--- config.mk ---
export PLATFORM = sky130hd
export DESIGN_NAME = gas_cmd_mode_ctrl
export DESIGN_NICKNAME = d
export VERILOG_FILES = /design/src/hdl/gas_cmd_pkg.sv /design/src/hdl/byte_stream_if.sv /design/src/hdl/gas_cmd_mode_ctrl.sv /design/src/hdl/stream_fifo.sv /design/src/hdl/dec5_convert.sv
export SDC_FILE = /design/constraint.sdc
export NUM_CORES = 1
export LEC_CHECK = 0
export BUFFER_PORTS_ARGS = -buffer_cell sky130_fd_sc_hd__buf_4
export CORE_MARGIN = 2
export CORE_UTILIZATION = 55
export CTS_CLUSTER_DIAMETER = 50
export DETAILED_ROUTE_END_ITERATION = 10
export PLACE_DENSITY = 0.81
export SYNTH_ARGS = -nofsm -noshare
export SYNTH_HDL_FRONTEND = slang
export SYNTH_HIERARCHICAL = 1
export SYNTH_SLANG_ARGS = --single-unit
--- constraint.sdc ---
create_clock -name clk -period 4.45 [get_ports clk]
set_clock_uncertainty 0.05 [all_clocks]
set_input_delay 0 -clock clk [delete_from_list [all_inputs] [get_ports clk]]
set_output_delay 0 -clock clk [all_outputs]
set_load 0.1 [all_outputs]
--- src/hdl/gas_cmd_pkg.sv ---
// shared constants and types of the ascii command interpreter
package gas_cmd_pkg;
  // -------------------------------------------------------------
  // characters
  // -------------------------------------------------------------
  localparam logic [7:0] CH_CR    = 8'h0D;
  localparam logic [7:0] CH_LF    = 8'h0A;
  localparam logic [7:0] CH_SPACE = 8'h20;
  localparam logic [7:0] CH_ZERO  = 8'h30;
  localparam logic [7:0] CH_NINE  = 8'h39;
  localparam logic [7:0] CH_TEMP  = 8'h54;  // T
  localparam logic [7:0] CH_HUM   = 8'h48;  // H
  localparam logic [7:0] CH_GAS   = 8'h5A;  // Z
  localparam logic [7:0] CH_FSET  = 8'h41;  // A
  localparam logic [7:0] CH_FGET  = 8'h61;  // a
  localparam logic [7:0] CH_MODE  = 8'h4B;  // K
  localparam logic [7:0] CH_FIELD = 8'h4D;  // M
  localparam logic [7:0] CH_PARAM = 8'h50;  // P
  // -------------------------------------------------------------
  // values
  // -------------------------------------------------------------
  localparam logic [15:0] TEMP_OFFSET    = 16'h03E8;  // 1000
  localparam logic [15:0] FIELD_ALL      = 16'h1044;  // 4164
  localparam logic [15:0] FILTER_DEFAULT = 16'h0010;  // 16
  localparam logic [15:0] MAX_SCALE_BYTE = 16'h00FF;
  localparam logic [1:0]  MODE_SLEEP     = 2'h0;
  localparam logic [1:0]  MODE_STREAM    = 2'h1;
  localparam logic [1:0]  MODE_POLL      = 2'h2;
  // -------------------------------------------------------------
  // timing
  // -------------------------------------------------------------
  localparam int CLK_HZ         = 40_000_000;
  localparam int REPORT_MS      = 500;
  localparam int DEFER_MS       = 100;
  localparam int REPORT_CYCLES  = CLK_HZ / 1000 * REPORT_MS;
  localparam int DEFER_CYCLES   = CLK_HZ / 1000 * DEFER_MS;
  localparam int TOKENS         = 6;
  // -------------------------------------------------------------
  // register offsets
  // -------------------------------------------------------------
  localparam logic [7:0] REG_STATUS = 8'h00;
  localparam logic [7:0] REG_FILTER = 8'h04;
  localparam logic [7:0] REG_SCALE  = 8'h08;
  typedef logic [4:0][3:0] digits_t;
endpackage

--- src/hdl/byte_stream_if.sv ---
// valid/ready stream carrier between internal modules
`timescale 1ns/10ps
`default_nettype none
interface byte_stream_if #(parameter int WIDTH = 8);
  logic [WIDTH-1:0] data;
  logic             valid;
  logic             ready;
  modport source (output data, output valid, input ready);
  modport sink   (input data, input valid, output ready);
endinterface
`default_nettype wire

--- src/hdl/gas_cmd_mode_ctrl.sv ---
// ascii command interpreter with mode, filter, analogue scale and report stream
`timescale 1ns/10ps
`default_nettype none
module gas_cmd_mode_ctrl
  import gas_cmd_pkg::*;
#(
  parameter int REPORT_PERIOD = REPORT_CYCLES,
  parameter int DEFER_LIMIT   = DEFER_CYCLES,
  parameter int FIFO_DEPTH    = 16
) (
  // clock and reset
  input wire logic        clk,
  input wire logic        sys_rst,
  // received characters from the uart
  input wire logic [7:0]  rxData,
  input wire logic        rxValid,
  // characters to the uart
  output logic [7:0]      txData,
  output logic            txValid,
  input wire logic        txReady,
  // measurement engine
  input wire logic [15:0] gasFiltered,
  input wire logic [15:0] humTenths,
  input wire logic [15:0] tempTenths,
  input wire logic        measBusy,
  output logic            measEnable,
  // option strap and mode retention store
  input wire logic        thFitted,
  input wire logic [1:0]  bootMode,
  output logic [1:0]      modeStore,
  // settings
  output logic [1:0]      currentMode,
  output logic            fieldsAll,
  output logic [15:0]     filterDepth,
  output logic [15:0]     analogScale,
  output logic            analogEn,
  // register port
  input wire logic [7:0]  regAddr,
  input wire logic [31:0] regWrData,
  input wire logic        regWr,
  input wire logic        regRd,
  output logic [31:0]     regRdData
);
  generate
    if (REPORT_PERIOD < 2 || DEFER_LIMIT < 1) begin : g_bad
      $error("gas_cmd_mode_ctrl: period and defer limit too small");
    end
  endgenerate

  // -------------------------------------------------------------
  // option strap synchroniser
  // -------------------------------------------------------------
  logic [2:0] fitSync;
  logic       fitted;
  always_ff @(posedge clk) begin
    if (sys_rst) begin
      fitSync <= '0;
      fitted  <= 1'b0;
    end else begin
      fitSync <= {fitSync[1:0], thFitted};
      if (fitSync[1] == fitSync[2]) fitted <= fitSync[2];
    end
  end

  // -------------------------------------------------------------
  // line parser
  // -------------------------------------------------------------
  typedef enum logic [2:0] {
    P_LETTER = 3'b001,
    P_BODY   = 3'b010,
    P_LF     = 3'b100
  } parse_e;

  parse_e      pState;
  logic [7:0]  cmdLetter;
  logic [15:0] acc;
  logic        inNum;
  logic        bad;
  logic [1:0]  argCnt;
  logic [15:0] arg0;
  logic [15:0] arg1;
  logic        cmdHeld;

  wire         isDigit   = (rxData >= CH_ZERO) && (rxData <= CH_NINE);
  wire  [19:0] accNext   = {4'h0, acc} * 20'd10 + {16'h0, rxData[3:0] - CH_ZERO[3:0]};
  wire         rxTake    = rxValid && !cmdHeld;
  wire         closeNum  = rxTake && (pState == P_BODY) && inNum &&
                           (rxData == CH_SPACE || rxData == CH_CR);
  wire         lineEnd   = rxTake && (pState == P_LF) && (rxData == CH_LF);

  // syntax of each known command
  wire okNoArg = (argCnt == 2'd0);
  wire okMode  = (argCnt == 2'd1) && (arg0 <= 16'(MODE_POLL));
  wire okFset  = (argCnt == 2'd1) && (arg0 != 16'h0000);
  wire okField = (argCnt == 2'd1);
  wire okParam = (argCnt == 2'd2) && (arg0 <= 16'h0001) && (arg1 <= MAX_SCALE_BYTE);
  wire lineOk  = !bad && (
                 ((cmdLetter == CH_TEMP || cmdLetter == CH_HUM || cmdLetter == CH_GAS ||
                   cmdLetter == CH_FGET) && okNoArg) ||
                 (cmdLetter == CH_MODE && okMode) ||
                 (cmdLetter == CH_FSET && okFset) ||
                 (cmdLetter == CH_FIELD && okField) ||
                 (cmdLetter == CH_PARAM && okParam));

  // the uart has no flow control: bytes during a pending command are lost
  always_ff @(posedge clk) begin
    if (sys_rst) begin
      pState    <= P_LETTER;
      cmdLetter <= '0;
      acc       <= '0;
      inNum     <= 1'b0;
      bad       <= 1'b0;
      argCnt    <= '0;
      arg0      <= '0;
      arg1      <= '0;
    end else if (rxTake) begin
      unique case (pState)
        P_LETTER: begin
          cmdLetter <= rxData;
          acc       <= '0;
          inNum     <= 1'b0;
          argCnt    <= '0;
          bad       <= (rxData == CH_CR) || (rxData == CH_SPACE);
          pState    <= (rxData == CH_CR) ? P_LF : P_BODY;
        end
        P_BODY: begin
          if (closeNum) begin
            if (argCnt == 2'd0) arg0 <= acc;
            else if (argCnt == 2'd1) arg1 <= acc;
            else bad <= 1'b1;
            argCnt <= argCnt + 2'd1;
            acc    <= '0;
            inNum  <= 1'b0;
          end
          if (isDigit) begin
            acc   <= accNext[15:0];
            inNum <= 1'b1;
            if (accNext[19:16] != 4'h0) bad <= 1'b1;
          end else if (rxData != CH_SPACE && rxData != CH_CR) begin
            bad <= 1'b1;
          end
          if (rxData == CH_CR) pState <= P_LF;
        end
        P_LF: begin
          if (rxData == CH_LF) pState <= P_LETTER;
          else bad <= 1'b1;
        end
      endcase
    end
  end

  // -------------------------------------------------------------
  // command hold, deferral and execution
  // -------------------------------------------------------------
  localparam int DW = $clog2(DEFER_LIMIT + 1);
  logic [DW-1:0] deferCnt;
  logic          bootDone;
  logic [1:0]    mode;
  logic [7:0]    scaleHi;
  logic [7:0]    scaleLo;

  typedef enum logic [6:0] {
    E_IDLE   = 7'b0000001,
    E_LETTER = 7'b0000010,
    E_SPACE  = 7'b0000100,
    E_CONV   = 7'b0001000,
    E_DIGIT  = 7'b0010000,
    E_CR     = 7'b0100000,
    E_LF     = 7'b1000000
  } emit_e;
  emit_e eState;

  wire streaming = (mode == MODE_STREAM);
  wire eIdle     = (eState == E_IDLE);
  wire measCmd   = (cmdLetter == CH_TEMP) || (cmdLetter == CH_HUM) || (cmdLetter == CH_GAS);
  wire refused   = (mode == MODE_SLEEP) && measCmd;
  wire waitMeas  = streaming && measBusy && (deferCnt != DW'(DEFER_LIMIT));
  wire execCmd   = cmdHeld && eIdle && !waitMeas;
  wire loadCmd   = execCmd && !refused;

  always_ff @(posedge clk) begin
    if (sys_rst) begin
      cmdHeld  <= 1'b0;
      deferCnt <= '0;
    end else begin
      if (lineEnd && lineOk) cmdHeld <= 1'b1;
      else if (execCmd) cmdHeld <= 1'b0;
      if (!cmdHeld || execCmd) deferCnt <= '0;
      else if (streaming && measBusy) deferCnt <= deferCnt + 1'b1;
    end
  end

  // register file write of the filter; a command in the same cycle wins
  wire regFilterWr = regWr && (regAddr == REG_FILTER) && (regWrData[15:0] != 16'h0000);
  wire [15:0] nextScale = (arg0[0] == 1'b0) ? {arg1[7:0], scaleLo} : {scaleHi, arg1[7:0]};

  always_ff @(posedge clk) begin
    if (sys_rst) begin
      bootDone    <= 1'b0;
      mode        <= MODE_STREAM;
      modeStore   <= MODE_STREAM;
      fieldsAll   <= 1'b0;
      filterDepth <= FILTER_DEFAULT;
      scaleHi     <= '0;
      scaleLo     <= '0;
      analogEn    <= 1'b0;
    end else if (!bootDone) begin
      bootDone  <= 1'b1;
      mode      <= (bootMode == MODE_POLL) ? MODE_POLL : MODE_STREAM;
      modeStore <= (bootMode == MODE_POLL) ? MODE_POLL : MODE_STREAM;
    end else begin
      if (regFilterWr) filterDepth <= regWrData[15:0];
      if (loadCmd) begin
        unique case (cmdLetter)
          CH_MODE: begin
            mode <= arg0[1:0];
            if (arg0[1:0] != MODE_SLEEP) modeStore <= arg0[1:0];
          end
          CH_FSET:  filterDepth <= arg0;
          CH_FIELD: fieldsAll <= (arg0 == FIELD_ALL);
          CH_PARAM: begin
            if (arg0[0] == 1'b0) scaleHi <= arg1[7:0];
            else scaleLo <= arg1[7:0];
            analogEn <= (nextScale != 16'h0000);
          end
          default: ;
        endcase
      end
    end
  end

  // -------------------------------------------------------------
  // periodic report timer
  // -------------------------------------------------------------
  localparam int RW = $clog2(REPORT_PERIOD);
  logic [RW-1:0] repCnt;
  logic          repPend;
  wire           loadRep = eIdle && !loadCmd && repPend && streaming;

  always_ff @(posedge clk) begin
    if (sys_rst) begin
      repCnt  <= '0;
      repPend <= 1'b0;
    end else begin
      if (!streaming) begin
        repCnt  <= '0;
        repPend <= 1'b0;
      end else if (repCnt == RW'(REPORT_PERIOD - 1)) begin
        repCnt  <= '0;
        repPend <= 1'b1;
      end else begin
        repCnt <= repCnt + 1'b1;
        if (loadRep) repPend <= 1'b0;
      end
    end
  end

  // -------------------------------------------------------------
  // response tokens: letters and five digit numbers
  // -------------------------------------------------------------
  logic [15:0] tokVal [TOKENS];
  logic [TOKENS-1:0] tokNum;
  logic [2:0]  tokLast;
  logic [2:0]  tokIdx;
  logic [2:0]  digIdx;

  wire [15:0] tempField = fitted ? (tempTenths + TEMP_OFFSET) : 16'h0000;
  wire [15:0] humField  = fitted ? humTenths : 16'h0000;

  always_ff @(posedge clk) begin
    if (sys_rst) begin
      for (int i = 0; i < TOKENS; i++) tokVal[i] <= '0;
      tokNum  <= '0;
      tokLast <= '0;
    end else if (loadRep && fieldsAll) begin
      tokVal[0] <= {8'h00, CH_HUM};
      tokVal[1] <= humField;
      tokVal[2] <= {8'h00, CH_TEMP};
      tokVal[3] <= tempField;
      tokVal[4] <= {8'h00, CH_GAS};
      tokVal[5] <= gasFiltered;
      tokNum    <= 6'b101010;
      tokLast   <= 3'd5;
    end else if (loadRep || loadCmd) begin
      tokVal[0] <= {8'h00, loadRep ? CH_GAS : cmdLetter};
      tokNum    <= 6'b000010;
      tokLast   <= 3'd1;
      if (loadRep) begin
        tokVal[1] <= gasFiltered;
      end else begin
        unique case (cmdLetter)
          CH_TEMP:  tokVal[1] <= tempField;
          CH_HUM:   tokVal[1] <= humField;
          CH_GAS:   tokVal[1] <= gasFiltered;
          CH_FGET:  tokVal[1] <= filterDepth;
          CH_PARAM: begin
            tokVal[1] <= arg0;
            tokVal[2] <= arg1;
            tokNum    <= 6'b000110;
            tokLast   <= 3'd2;
          end
          default:  tokVal[1] <= arg0;
        endcase
      end
    end
  end

  // -------------------------------------------------------------
  // character emitter into the fifo
  // -------------------------------------------------------------
  byte_stream_if #(.WIDTH(8)) fillBus ();
  byte_stream_if #(.WIDTH(8)) drainBus ();

  logic    convDone;
  digits_t convDigits;

  wire pushing = (eState == E_LETTER) || (eState == E_SPACE) || (eState == E_DIGIT) ||
                 (eState == E_CR) || (eState == E_LF);
  wire fire    = fillBus.valid && fillBus.ready;
  wire lastTok = (tokIdx == tokLast);
  wire convGo  = (eState == E_SPACE) && fire && tokNum[tokIdx];
  wire [7:0] digitChar = {4'h3, convDigits[3'd4 - digIdx]};

  assign fillBus.valid = pushing;
  assign fillBus.data  = (eState == E_LETTER) ? tokVal[tokIdx][7:0] :
                         (eState == E_SPACE)  ? CH_SPACE :
                         (eState == E_DIGIT)  ? digitChar :
                         (eState == E_CR)     ? CH_CR : CH_LF;

  always_ff @(posedge clk) begin
    if (sys_rst) begin
      eState <= E_IDLE;
      tokIdx <= '0;
      digIdx <= '0;
    end else begin
      unique case (eState)
        E_IDLE: begin
          tokIdx <= '0;
          if (loadCmd || loadRep) eState <= E_LETTER;
        end
        E_LETTER: if (fire) begin
          eState <= lastTok ? E_CR : E_SPACE;
          if (!lastTok) tokIdx <= tokIdx + 3'd1;
        end
        E_SPACE: if (fire) eState <= tokNum[tokIdx] ? E_CONV : E_LETTER;
        E_CONV: begin
          digIdx <= '0;
          if (convDone) eState <= E_DIGIT;
        end
        E_DIGIT: if (fire) begin
          digIdx <= digIdx + 3'd1;
          if (digIdx == 3'd4) begin
            eState <= lastTok ? E_CR : E_SPACE;
            if (!lastTok) tokIdx <= tokIdx + 3'd1;
          end
        end
        E_CR: if (fire) eState <= E_LF;
        E_LF: if (fire) eState <= E_IDLE;
      endcase
    end
  end

  dec5_convert u_conv (
    .clk    (clk),
    .sys_rst(sys_rst),
    .start  (convGo),
    .value  (tokVal[tokIdx]),
    .done   (convDone),
    .digits (convDigits)
  );

  stream_fifo #(.WIDTH(8), .DEPTH(FIFO_DEPTH)) u_fifo (
    .clk    (clk),
    .sys_rst(sys_rst),
    .fill   (fillBus),
    .drain  (drainBus)
  );

  // -------------------------------------------------------------
  // transmit register and status outputs
  // -------------------------------------------------------------
  assign drainBus.ready = !txValid || txReady;

  always_ff @(posedge clk) begin
    if (sys_rst) begin
      txValid     <= 1'b0;
      txData      <= '0;
      measEnable  <= 1'b0;
      currentMode <= MODE_STREAM;
      analogScale <= '0;
    end else begin
      if (drainBus.ready) begin
        txValid <= drainBus.valid;
        if (drainBus.valid) txData <= drainBus.data;
      end
      measEnable  <= bootDone && (mode != MODE_SLEEP);
      currentMode <= mode;
      analogScale <= {scaleHi, scaleLo};
    end
  end

  // -------------------------------------------------------------
  // register port
  // -------------------------------------------------------------
  wire [31:0] statusWord = {26'h0, cmdHeld, fitted, analogEn, fieldsAll, mode};
  wire [31:0] readMux    = (regAddr == REG_STATUS) ? statusWord :
                           (regAddr == REG_FILTER) ? {16'h0, filterDepth} :
                           (regAddr == REG_SCALE)  ? {16'h0, scaleHi, scaleLo} : 32'h0;

  always_ff @(posedge clk) begin
    if (sys_rst) regRdData <= '0;
    else if (regRd) regRdData <= readMux;
    else regRdData <= '0;
  end
endmodule
`default_nettype wire

--- src/hdl/stream_fifo.sv ---
// synchronous fifo with valid/ready on both sides
`timescale 1ns/10ps
`default_nettype none
module stream_fifo #(
  parameter int WIDTH = 8,
  parameter int DEPTH = 16
) (
  // clock and reset
  input wire logic        clk,
  input wire logic        sys_rst,
  // streams
  byte_stream_if.sink     fill,
  byte_stream_if.source   drain
);
  localparam int AW = $clog2(DEPTH);
  generate
    if (DEPTH < 2 || (DEPTH & (DEPTH - 1)) != 0 || $bits(fill.data) != WIDTH) begin : g_bad
      $error("stream_fifo: DEPTH must be a power of two and WIDTH match the stream");
    end
  endgenerate

  logic [WIDTH-1:0] mem [DEPTH];
  logic [AW-1:0]    wrPtr;
  logic [AW-1:0]    rdPtr;
  logic [AW:0]      count;
  wire              push = fill.valid && fill.ready;
  wire              pop  = drain.valid && drain.ready;

  assign fill.ready  = (count != (AW+1)'(DEPTH));
  assign drain.valid = (count != '0);
  assign drain.data  = mem[rdPtr];

  always_ff @(posedge clk) begin
    if (push) begin
      mem[wrPtr] <= fill.data;
    end
  end

  always_ff @(posedge clk) begin
    if (sys_rst) begin
      wrPtr <= '0;
      rdPtr <= '0;
      count <= '0;
    end else begin
      if (push) wrPtr <= wrPtr + 1'b1;
      if (pop) rdPtr <= rdPtr + 1'b1;
      count <= count + (AW+1)'(push) - (AW+1)'(pop);
    end
  end
endmodule
`default_nettype wire

--- src/hdl/dec5_convert.sv ---
// serial binary to five decimal digits by repeated subtraction
`timescale 1ns/10ps
`default_nettype none
module dec5_convert
  import gas_cmd_pkg::*;
(
  // clock and reset
  input wire logic        clk,
  input wire logic        sys_rst,
  // request
  input wire logic        start,
  input wire logic [15:0] value,
  // result
  output logic            done,
  output digits_t         digits
);
  logic [15:0] rem;
  logic [2:0]  pos;
  logic        busy;
  logic [15:0] weight;

  always_comb begin
    unique case (pos)
      3'd0:    weight = 16'h2710;
      3'd1:    weight = 16'h03E8;
      3'd2:    weight = 16'h0064;
      3'd3:    weight = 16'h000A;
      default: weight = 16'h0001;
    endcase
  end

  wire take = busy && (rem >= weight);

  always_ff @(posedge clk) begin
    if (sys_rst) begin
      rem    <= '0;
      pos    <= '0;
      busy   <= 1'b0;
      done   <= 1'b0;
      digits <= '0;
    end else begin
      done <= 1'b0;
      if (start) begin
        rem    <= value;
        pos    <= '0;
        busy   <= 1'b1;
        digits <= '0;
      end else if (take) begin
        rem <= rem - weight;
        digits[3'd4 - pos] <= digits[3'd4 - pos] + 4'h1;
      end else if (busy) begin
        pos <= pos + 3'd1;
        if (pos == 3'd4) begin
          busy <= 1'b0;
          done <= 1'b1;
        end
      end
    end
  end
endmodule
`default_nettype wire

; ---- Word level (Yosys, flattened, before mapping)
; Memories as Yosys holds them, arrays and structs flattened. A register that Yosys moved wholly into a read port is not among the register bits.
; Cells that the tools add are included.
[totals]
ff_bits = 283
latch_bits = 0
mem_bits_rw = 224
rom_bits = 0
inputBits = 106
out_inout_bits = 80
elab_cells = 419
n_memories = 2
[classes]
add_sub_neg = 16
multipliers = 1
n_div = 0
magnitude_cmp = 10
eq_ne = 57
shifts = 0
muxes = 159
bitwise_logic = 21
n_reduce_logical = 105
[memory_table]
columns = memory, words, width, read_ports, rd_ports_with_merged_regs, wr, line_no
row1 = u_fifo.mem, 16, 8, 1, 1, 1, stream_fifo.sv:22  ; logic [WIDTH-1:0] mem [DEPTH];
row2 = tokVal, 6, 16, 1, 1, 6, gas_cmd_mode_ctrl.sv:261  ; logic [15:0] tokVal [TOKENS];
[ops]
columns = operator, count
row1 = 2-to-1 mux 16 bit, 27
row2 = 2-to-1 mux 1 bit, 72
row3 = == test 8 x 7 -> 1 bit (second input constant), 8
row4 = 2-to-1 mux 7 bit, 8
row5 = one-hot mux 14 bit (4 select lines), 1
row6 = one-hot mux 7 bit (7 select lines), 1
row7 = nonzero test 16 bit, 3
row8 = 2-to-1 mux 3 bit, 15
row9 = logical AND 1 bit, 38
row10 = 2-to-1 mux 6 bit, 6
row11 = one-hot mux 16 bit (2 select lines), 1
row12 = adder 25 x 1 -> 25 bit (second input constant), 1
row13 = == test 25 bit (second input constant), 1
row14 = binary-select mux 4 bit (select 3 bit), 2
row15 = == test 8 x 4 -> 1 bit (second input constant), 3
row16 = adder 22 x 1 -> 22 bit (second input constant), 1
row17 = 2-to-1 mux 2 bit, 11
row18 = inequality test 22 bit (second input constant), 1
row19 = adder 20 x 4 -> 20 bit, 1
row20 = bitwise mux 20 bit, 1
row21 = multiplier 16 x 3 -> 19 bit (second input constant), 1
row22 = one-hot mux 3 bit (3 select lines), 2
row23 = AND reduction 3 bit, 6
row24 = adder 16 x 10 -> 16 bit (second input constant), 1
row25 = 65 further kinds, 157

; ---- Longest topological paths before layout
[depth]
depth_word = 22
mapped_depth = 17
ltp_nobuf = 15

; ---- Cells and area by module
; The synthesis kept the hierarchy.
[modules_own_cells]
columns = module, n_inst, cells_per_inst, area_per_inst_um2, seq_area_each_um2
row1 = gas_cmd_mode_ctrl, 1, 1651, 14522.7, 6566.3
row2 = stream_fifo, 1, 308, 5810.6, 4184.0
row3 = dec5_convert, 1, 341, 2737.6, 820.8

; ---- Worst setup path before layout
; OpenSTA, ideal clock, no wires.
[synth_timing]
path_kind = reg2reg
from = reg u_conv.pos[0]
to = reg u_conv.rem[1]
setup_ps = 91
arrival_ps = 3362
required_time_ps = 4309
path_slack_ps = 947
path_stages_with_launch = 16
cell_sequence = dfxtp_1 clkbuf_1 clkbuf_1 inv_1 ha_1 ha_1 inv_1 ha_1 clkbuf_1 a211o_1 o31ai_1 a21oi_2 nor2_4 clkbuf_1 nand2_1 a311oi_1
[synth_via]
elab_chain_len = 5
[synth_lines]
columns = item, line_no
row1 = start: declaration, dec5_convert.sv:18  ; logic [2:0] pos;
row2 = start signal: assignment, dec5_convert.sv:52  ; pos <= pos + 3'd1;
row3 = == test 3 x 2 -> 1 bit (tied with other cells), dec5_convert.sv:23  ; unique case (pos)
row4 = one-hot mux 14 bit (4 select lines) *, dec5_convert.sv:23
row5 = subtractor 16 x 14 -> 16 bit or greater-or-equal comparator 16 x 14 -> 1 bit (tied branches), "dec5_convert.sv:49, dec5_convert.sv:32"
row6 = 2-to-1 mux 16 bit or logical AND 1 bit (tied branches), "dec5_convert.sv:48, dec5_convert.sv:32"
row7 = 2-to-1 mux 16 bit or nonzero test 2 bit (tied branches), n/a
row8 = end signal: assignment, dec5_convert.sv:44  ; rem <= value;
row9 = end signal: assignment, dec5_convert.sv:49  ; rem <= rem - weight;
row10 = end: declaration, dec5_convert.sv:17  ; logic [15:0] rem;
; Mark *: on every way between the ends. The rest lies on a longest branch, timed or not. The select of a mux whose other input is x is not followed.
; A chain may end at the register's enable or synchronous reset.

==> reports/metrics.yaml <==
run_status:
  outcome: "complete, no violations"
setup_path:
  cp.required_ps: 4850
  critPathCaptureType: "register"
  r2r-end: "tokVal[1][8]$_SDFFCE_PN0P_"
  path_max_fanout: 17
  reg2reg_depth: 10
  path_cells: "or3_1 -> nor4_2 -> a21oi_1 -> or2_1 -> o31a_1 -> nand2_1 -> nor3_2 -> o211ai_1 -> dlygate4sd3_1 -> a21oi_1"
  cpMaxStageDelayCell: "nor3_2"
  r2r_slack_ps: 240
  crit_path_start_kind: "register"
  cpMostUsedCell: "a21oi_1"
  slowest_delay_ps: 620
  r2r-start: "eState[4]$_SDFFE_PP0P_"
  worstPathArrival_ps: 4620
  worstSetupPathType: "register to register"
logic_synthesis:
  synth_compound_area_frac: 0.123
  synthXorXnorAreaFrac: 0.0372
  yosys.area.top_type: "edfxtp_1"
  synth_area_um2: 23100
  synth_fa_ha_area_frac: 0.0431
  syn-instance-count: 2300
  yosys.cell_count.top_type: "dfxtp_1"
  syn-mean-instance-area_um2: 10.0
  seq_area_frac_synth: 0.502
  ys_types: 91
  yosys-top-cells-count: "dfxtp_1, nand2_1, nor2_1"
  synth_top_family_by_area: "simple AND/OR/NAND/NOR gates"
  synth_top_flop_cell: "dfxtp_1"
  netlist.area_leader.share: 0.260
  synth-edff-count: 200
  synthArstFlopShare: 0
  synthMuxAreaShare: 0.0614
  synth_simple_gate_area_share: 0.195
  ys_seq_elements: 478
  synthTopCellsByArea: "edfxtp_1, dfxtp_1, nand2_1"
  yosysWarningCount: 6
die:
  die-area_um2: 43600
  initial_core_util: 0.554
  die_h_um: 209
  placementRows: 75
  die_x_um: 209
  ios: 186
  coreArea_um2: 41700
routing:
  antenna_left: 0
  initialDrtViolationCount: 1677
  drc: 0
  via_count: 19100
  avgRoutedWirePerCell_um: 21.0
  routed_wl_mm: 65.2
  drt_pass1_iterations: 9
  viasPerCell: 6.16
worst_hold_path:
  hold_path.class: "primary input to register"
  hold_path.startpoint: "measBusy"
  hold_depth: 4
  whs_endpoint: "deferCnt[1]$_SDFFE_PP0P_"
pwr:
  pwr-share-seq: 0.449
  vdd_drop_max_mv: 0.308
  combPwrFrac: 0.164
  p_clk_frac: 0.387
  netSwitchingFraction: 0.288
  power_switching_mw: 3.18
  leakagePower_nw: 10.3
  power.density_nw_per_um2: 404
  internal_power_mw: 7.87
timing:
  fin_crit_sh: 0.947
  period_needed_ps: 4210
  worst_pin_slew_ps: 1060
  hold_viol: 0
  max_slew_margin: 0.295
  final.setup.worst_slack_ps: 236
  whs_ps: 29.1
  rsz0062_at_grt: "false"
  setup-violations-final: 0
  setup_tns_ps: 0
  slew_violations: 0
  max_freq_mhz: 237
flow_run:
  maxCapViolations: 0
placement:
  placed_area_um2: 24600
  place_ws_ps: 806
  place.gp.congestion: 0.992
  port_buffers: 153
  dp_hpwl_mm: 45.4
finish:
  syn_to_final_growth_pct: 18.4
  ff_latch_area_um2: 11600
  final_design_area_no_fill_um2: 27300
  fin_util: 0.656
  multi_input_area_um2: 10700
  layout-drive-gt1-share: 0.135
  diodes: 0
  fillCellCount: 3151
  final_net_count: 2706
clock_network:
  cts_resized: 0
  clk_pin_slew_ps: 60
  cts_max_path_buffers: 3
  cts_buffers: 52
  root_buffer: "clkbuf_16"
  cts_tree: "done"
  clkSinkCount: 478
  clock_latency_ps: 620
  h-tree-depth: 2
global_route:
  grt_overflow: 0
  track_usage: 0.297
  first_global_vias: 18800
  grt_antenna_before_repair: 1
  grt_start_max_net_pins: 79
  grt_pass1_wl_mm: 102
area by class of cell:
cell class,count,area share
Inverter,62,0.00852
Sequential cell,478,0.424
Timing Repair Buffer,290,0.0892
Clock buffer,70,0.0535
Multi-Input combinational cell,1639,0.392
Tap cell,539,0.0247
Clock inverter,25,0.00893
power groups by stage:
stage	clock network, mW	registers (mW)	logic (mW)
floorplan	0	5.20	1.10
global placement	0	5.04	1.66
detailed placement	0	5.06	1.72
CTS	4.31	4.96	1.81
global route	4.48	4.98	1.94
finish	4.27	4.96	1.81
repair_timing:
action | 4_1_cts | 5_1_grt
setup endpoints to repair | 0 | 0
buffers inserted | 0 | 0
endpoints found under the hold margin | 144 | 0
hold buffers | 102 | 0
per-layer routing:
metal	up-vias	part of all wire	routed length, µm	global-route usage
met2	951	0.49	32100	0.513
met3	184	0.076	4980	0.0445
met5	-	0	0	0
li1	8771	-	-	-
met1	9220	0.39	25300	0.369
met4	0	0.044	2880	0.134
critical path: cells and delay by family (launching register included):
| kind | cells | cell delay, ps |
|---|---|---|
| compound gates | 4 | 1000 |
| buf+inv | 1 | 610 |
| simple gates | 5 | 1800 |
| flops | 1 | 580 |
cells in the final DEF (no fill, tap or decap), types with 25 or more instances in the layout:
cell type / Yosys / final
dfxtp_1: 278 / 277
nand2_1: 260 / 260
nor2_1: 235 / 235
edfxtp_1: 200 / 200
buf_4: 17 / 187
a21oi_1: 148 / 148
o21ai_0: 109 / 109
dlygate4sd3_1: 0 / 102
nand3_1: 82 / 82
ha_1: 73 / 73
inv_1: 61 / 61
a22oi_1: 58 / 58
and2_1: 58 / 58
clkbuf_16: 0 / 54
xor2_1: 51 / 51
nor3_1: 51 / 49
xnor2_1: 47 / 47
and3_1: 42 / 42
nor2b_1: 39 / 39
mux4_2: 31 / 31
mux2i_1: 25 / 25
how the worst max path moves through the flow:
stage                               start                          end  slack [ps]
2_1_floorplan  u_conv/pos[0]$_SDFFE_PP0P_   u_conv/rem[1]$_SDFFE_PP0P_         950
3_3_place_gp    deferCnt[18]$_SDFFE_PP0P_  tokVal[1][15]$_SDFFCE_PN0P_         910
3_5_place_dp       eState[4]$_SDFFE_PP0P_   tokVal[1][9]$_SDFFCE_PN0P_         810
4_1_cts            eState[4]$_SDFFE_PP0P_   tokVal[1][8]$_SDFFCE_PN0P_         360
5_1_grt            eState[4]$_SDFFE_PP0P_   tokVal[1][8]$_SDFFCE_PN0P_          50
6_report           eState[4]$_SDFFE_PP0P_   tokVal[1][8]$_SDFFCE_PN0P_         240
state kept, by name, indices dropped and copies added, names as in the netlist, 16 cells and up, named ones only:
name           flops
repCnt            25
filterDepth       16
u_conv/digits     20
arg0              16
analogScale       16
u_fifo/mem       128
acc               16
regRdData         16
arg1              16
deferCnt          22
u_conv/rem        16
tokVal            73
through the flow:
| step | total power, mW | cells |
|---|---|---|
| after detailed placement | 6.78 | 2906 |
| after floorplan | 6.30 | 2315 |
| after global placement | 6.71 | 2906 |
| after CTS | 11.1 | 3103 |
| final | 11.0 | 3103 |
| after global routing | 11.4 | 3103 |
kinds of logic after synthesis:
family	after synthesis
simple gates	912
compound gates	457
fa+ha+maj	77
other cells	1
mux	79
buf+inv	198
flops	478
xor+xnor	98
(Power assumes the default switching activity.)
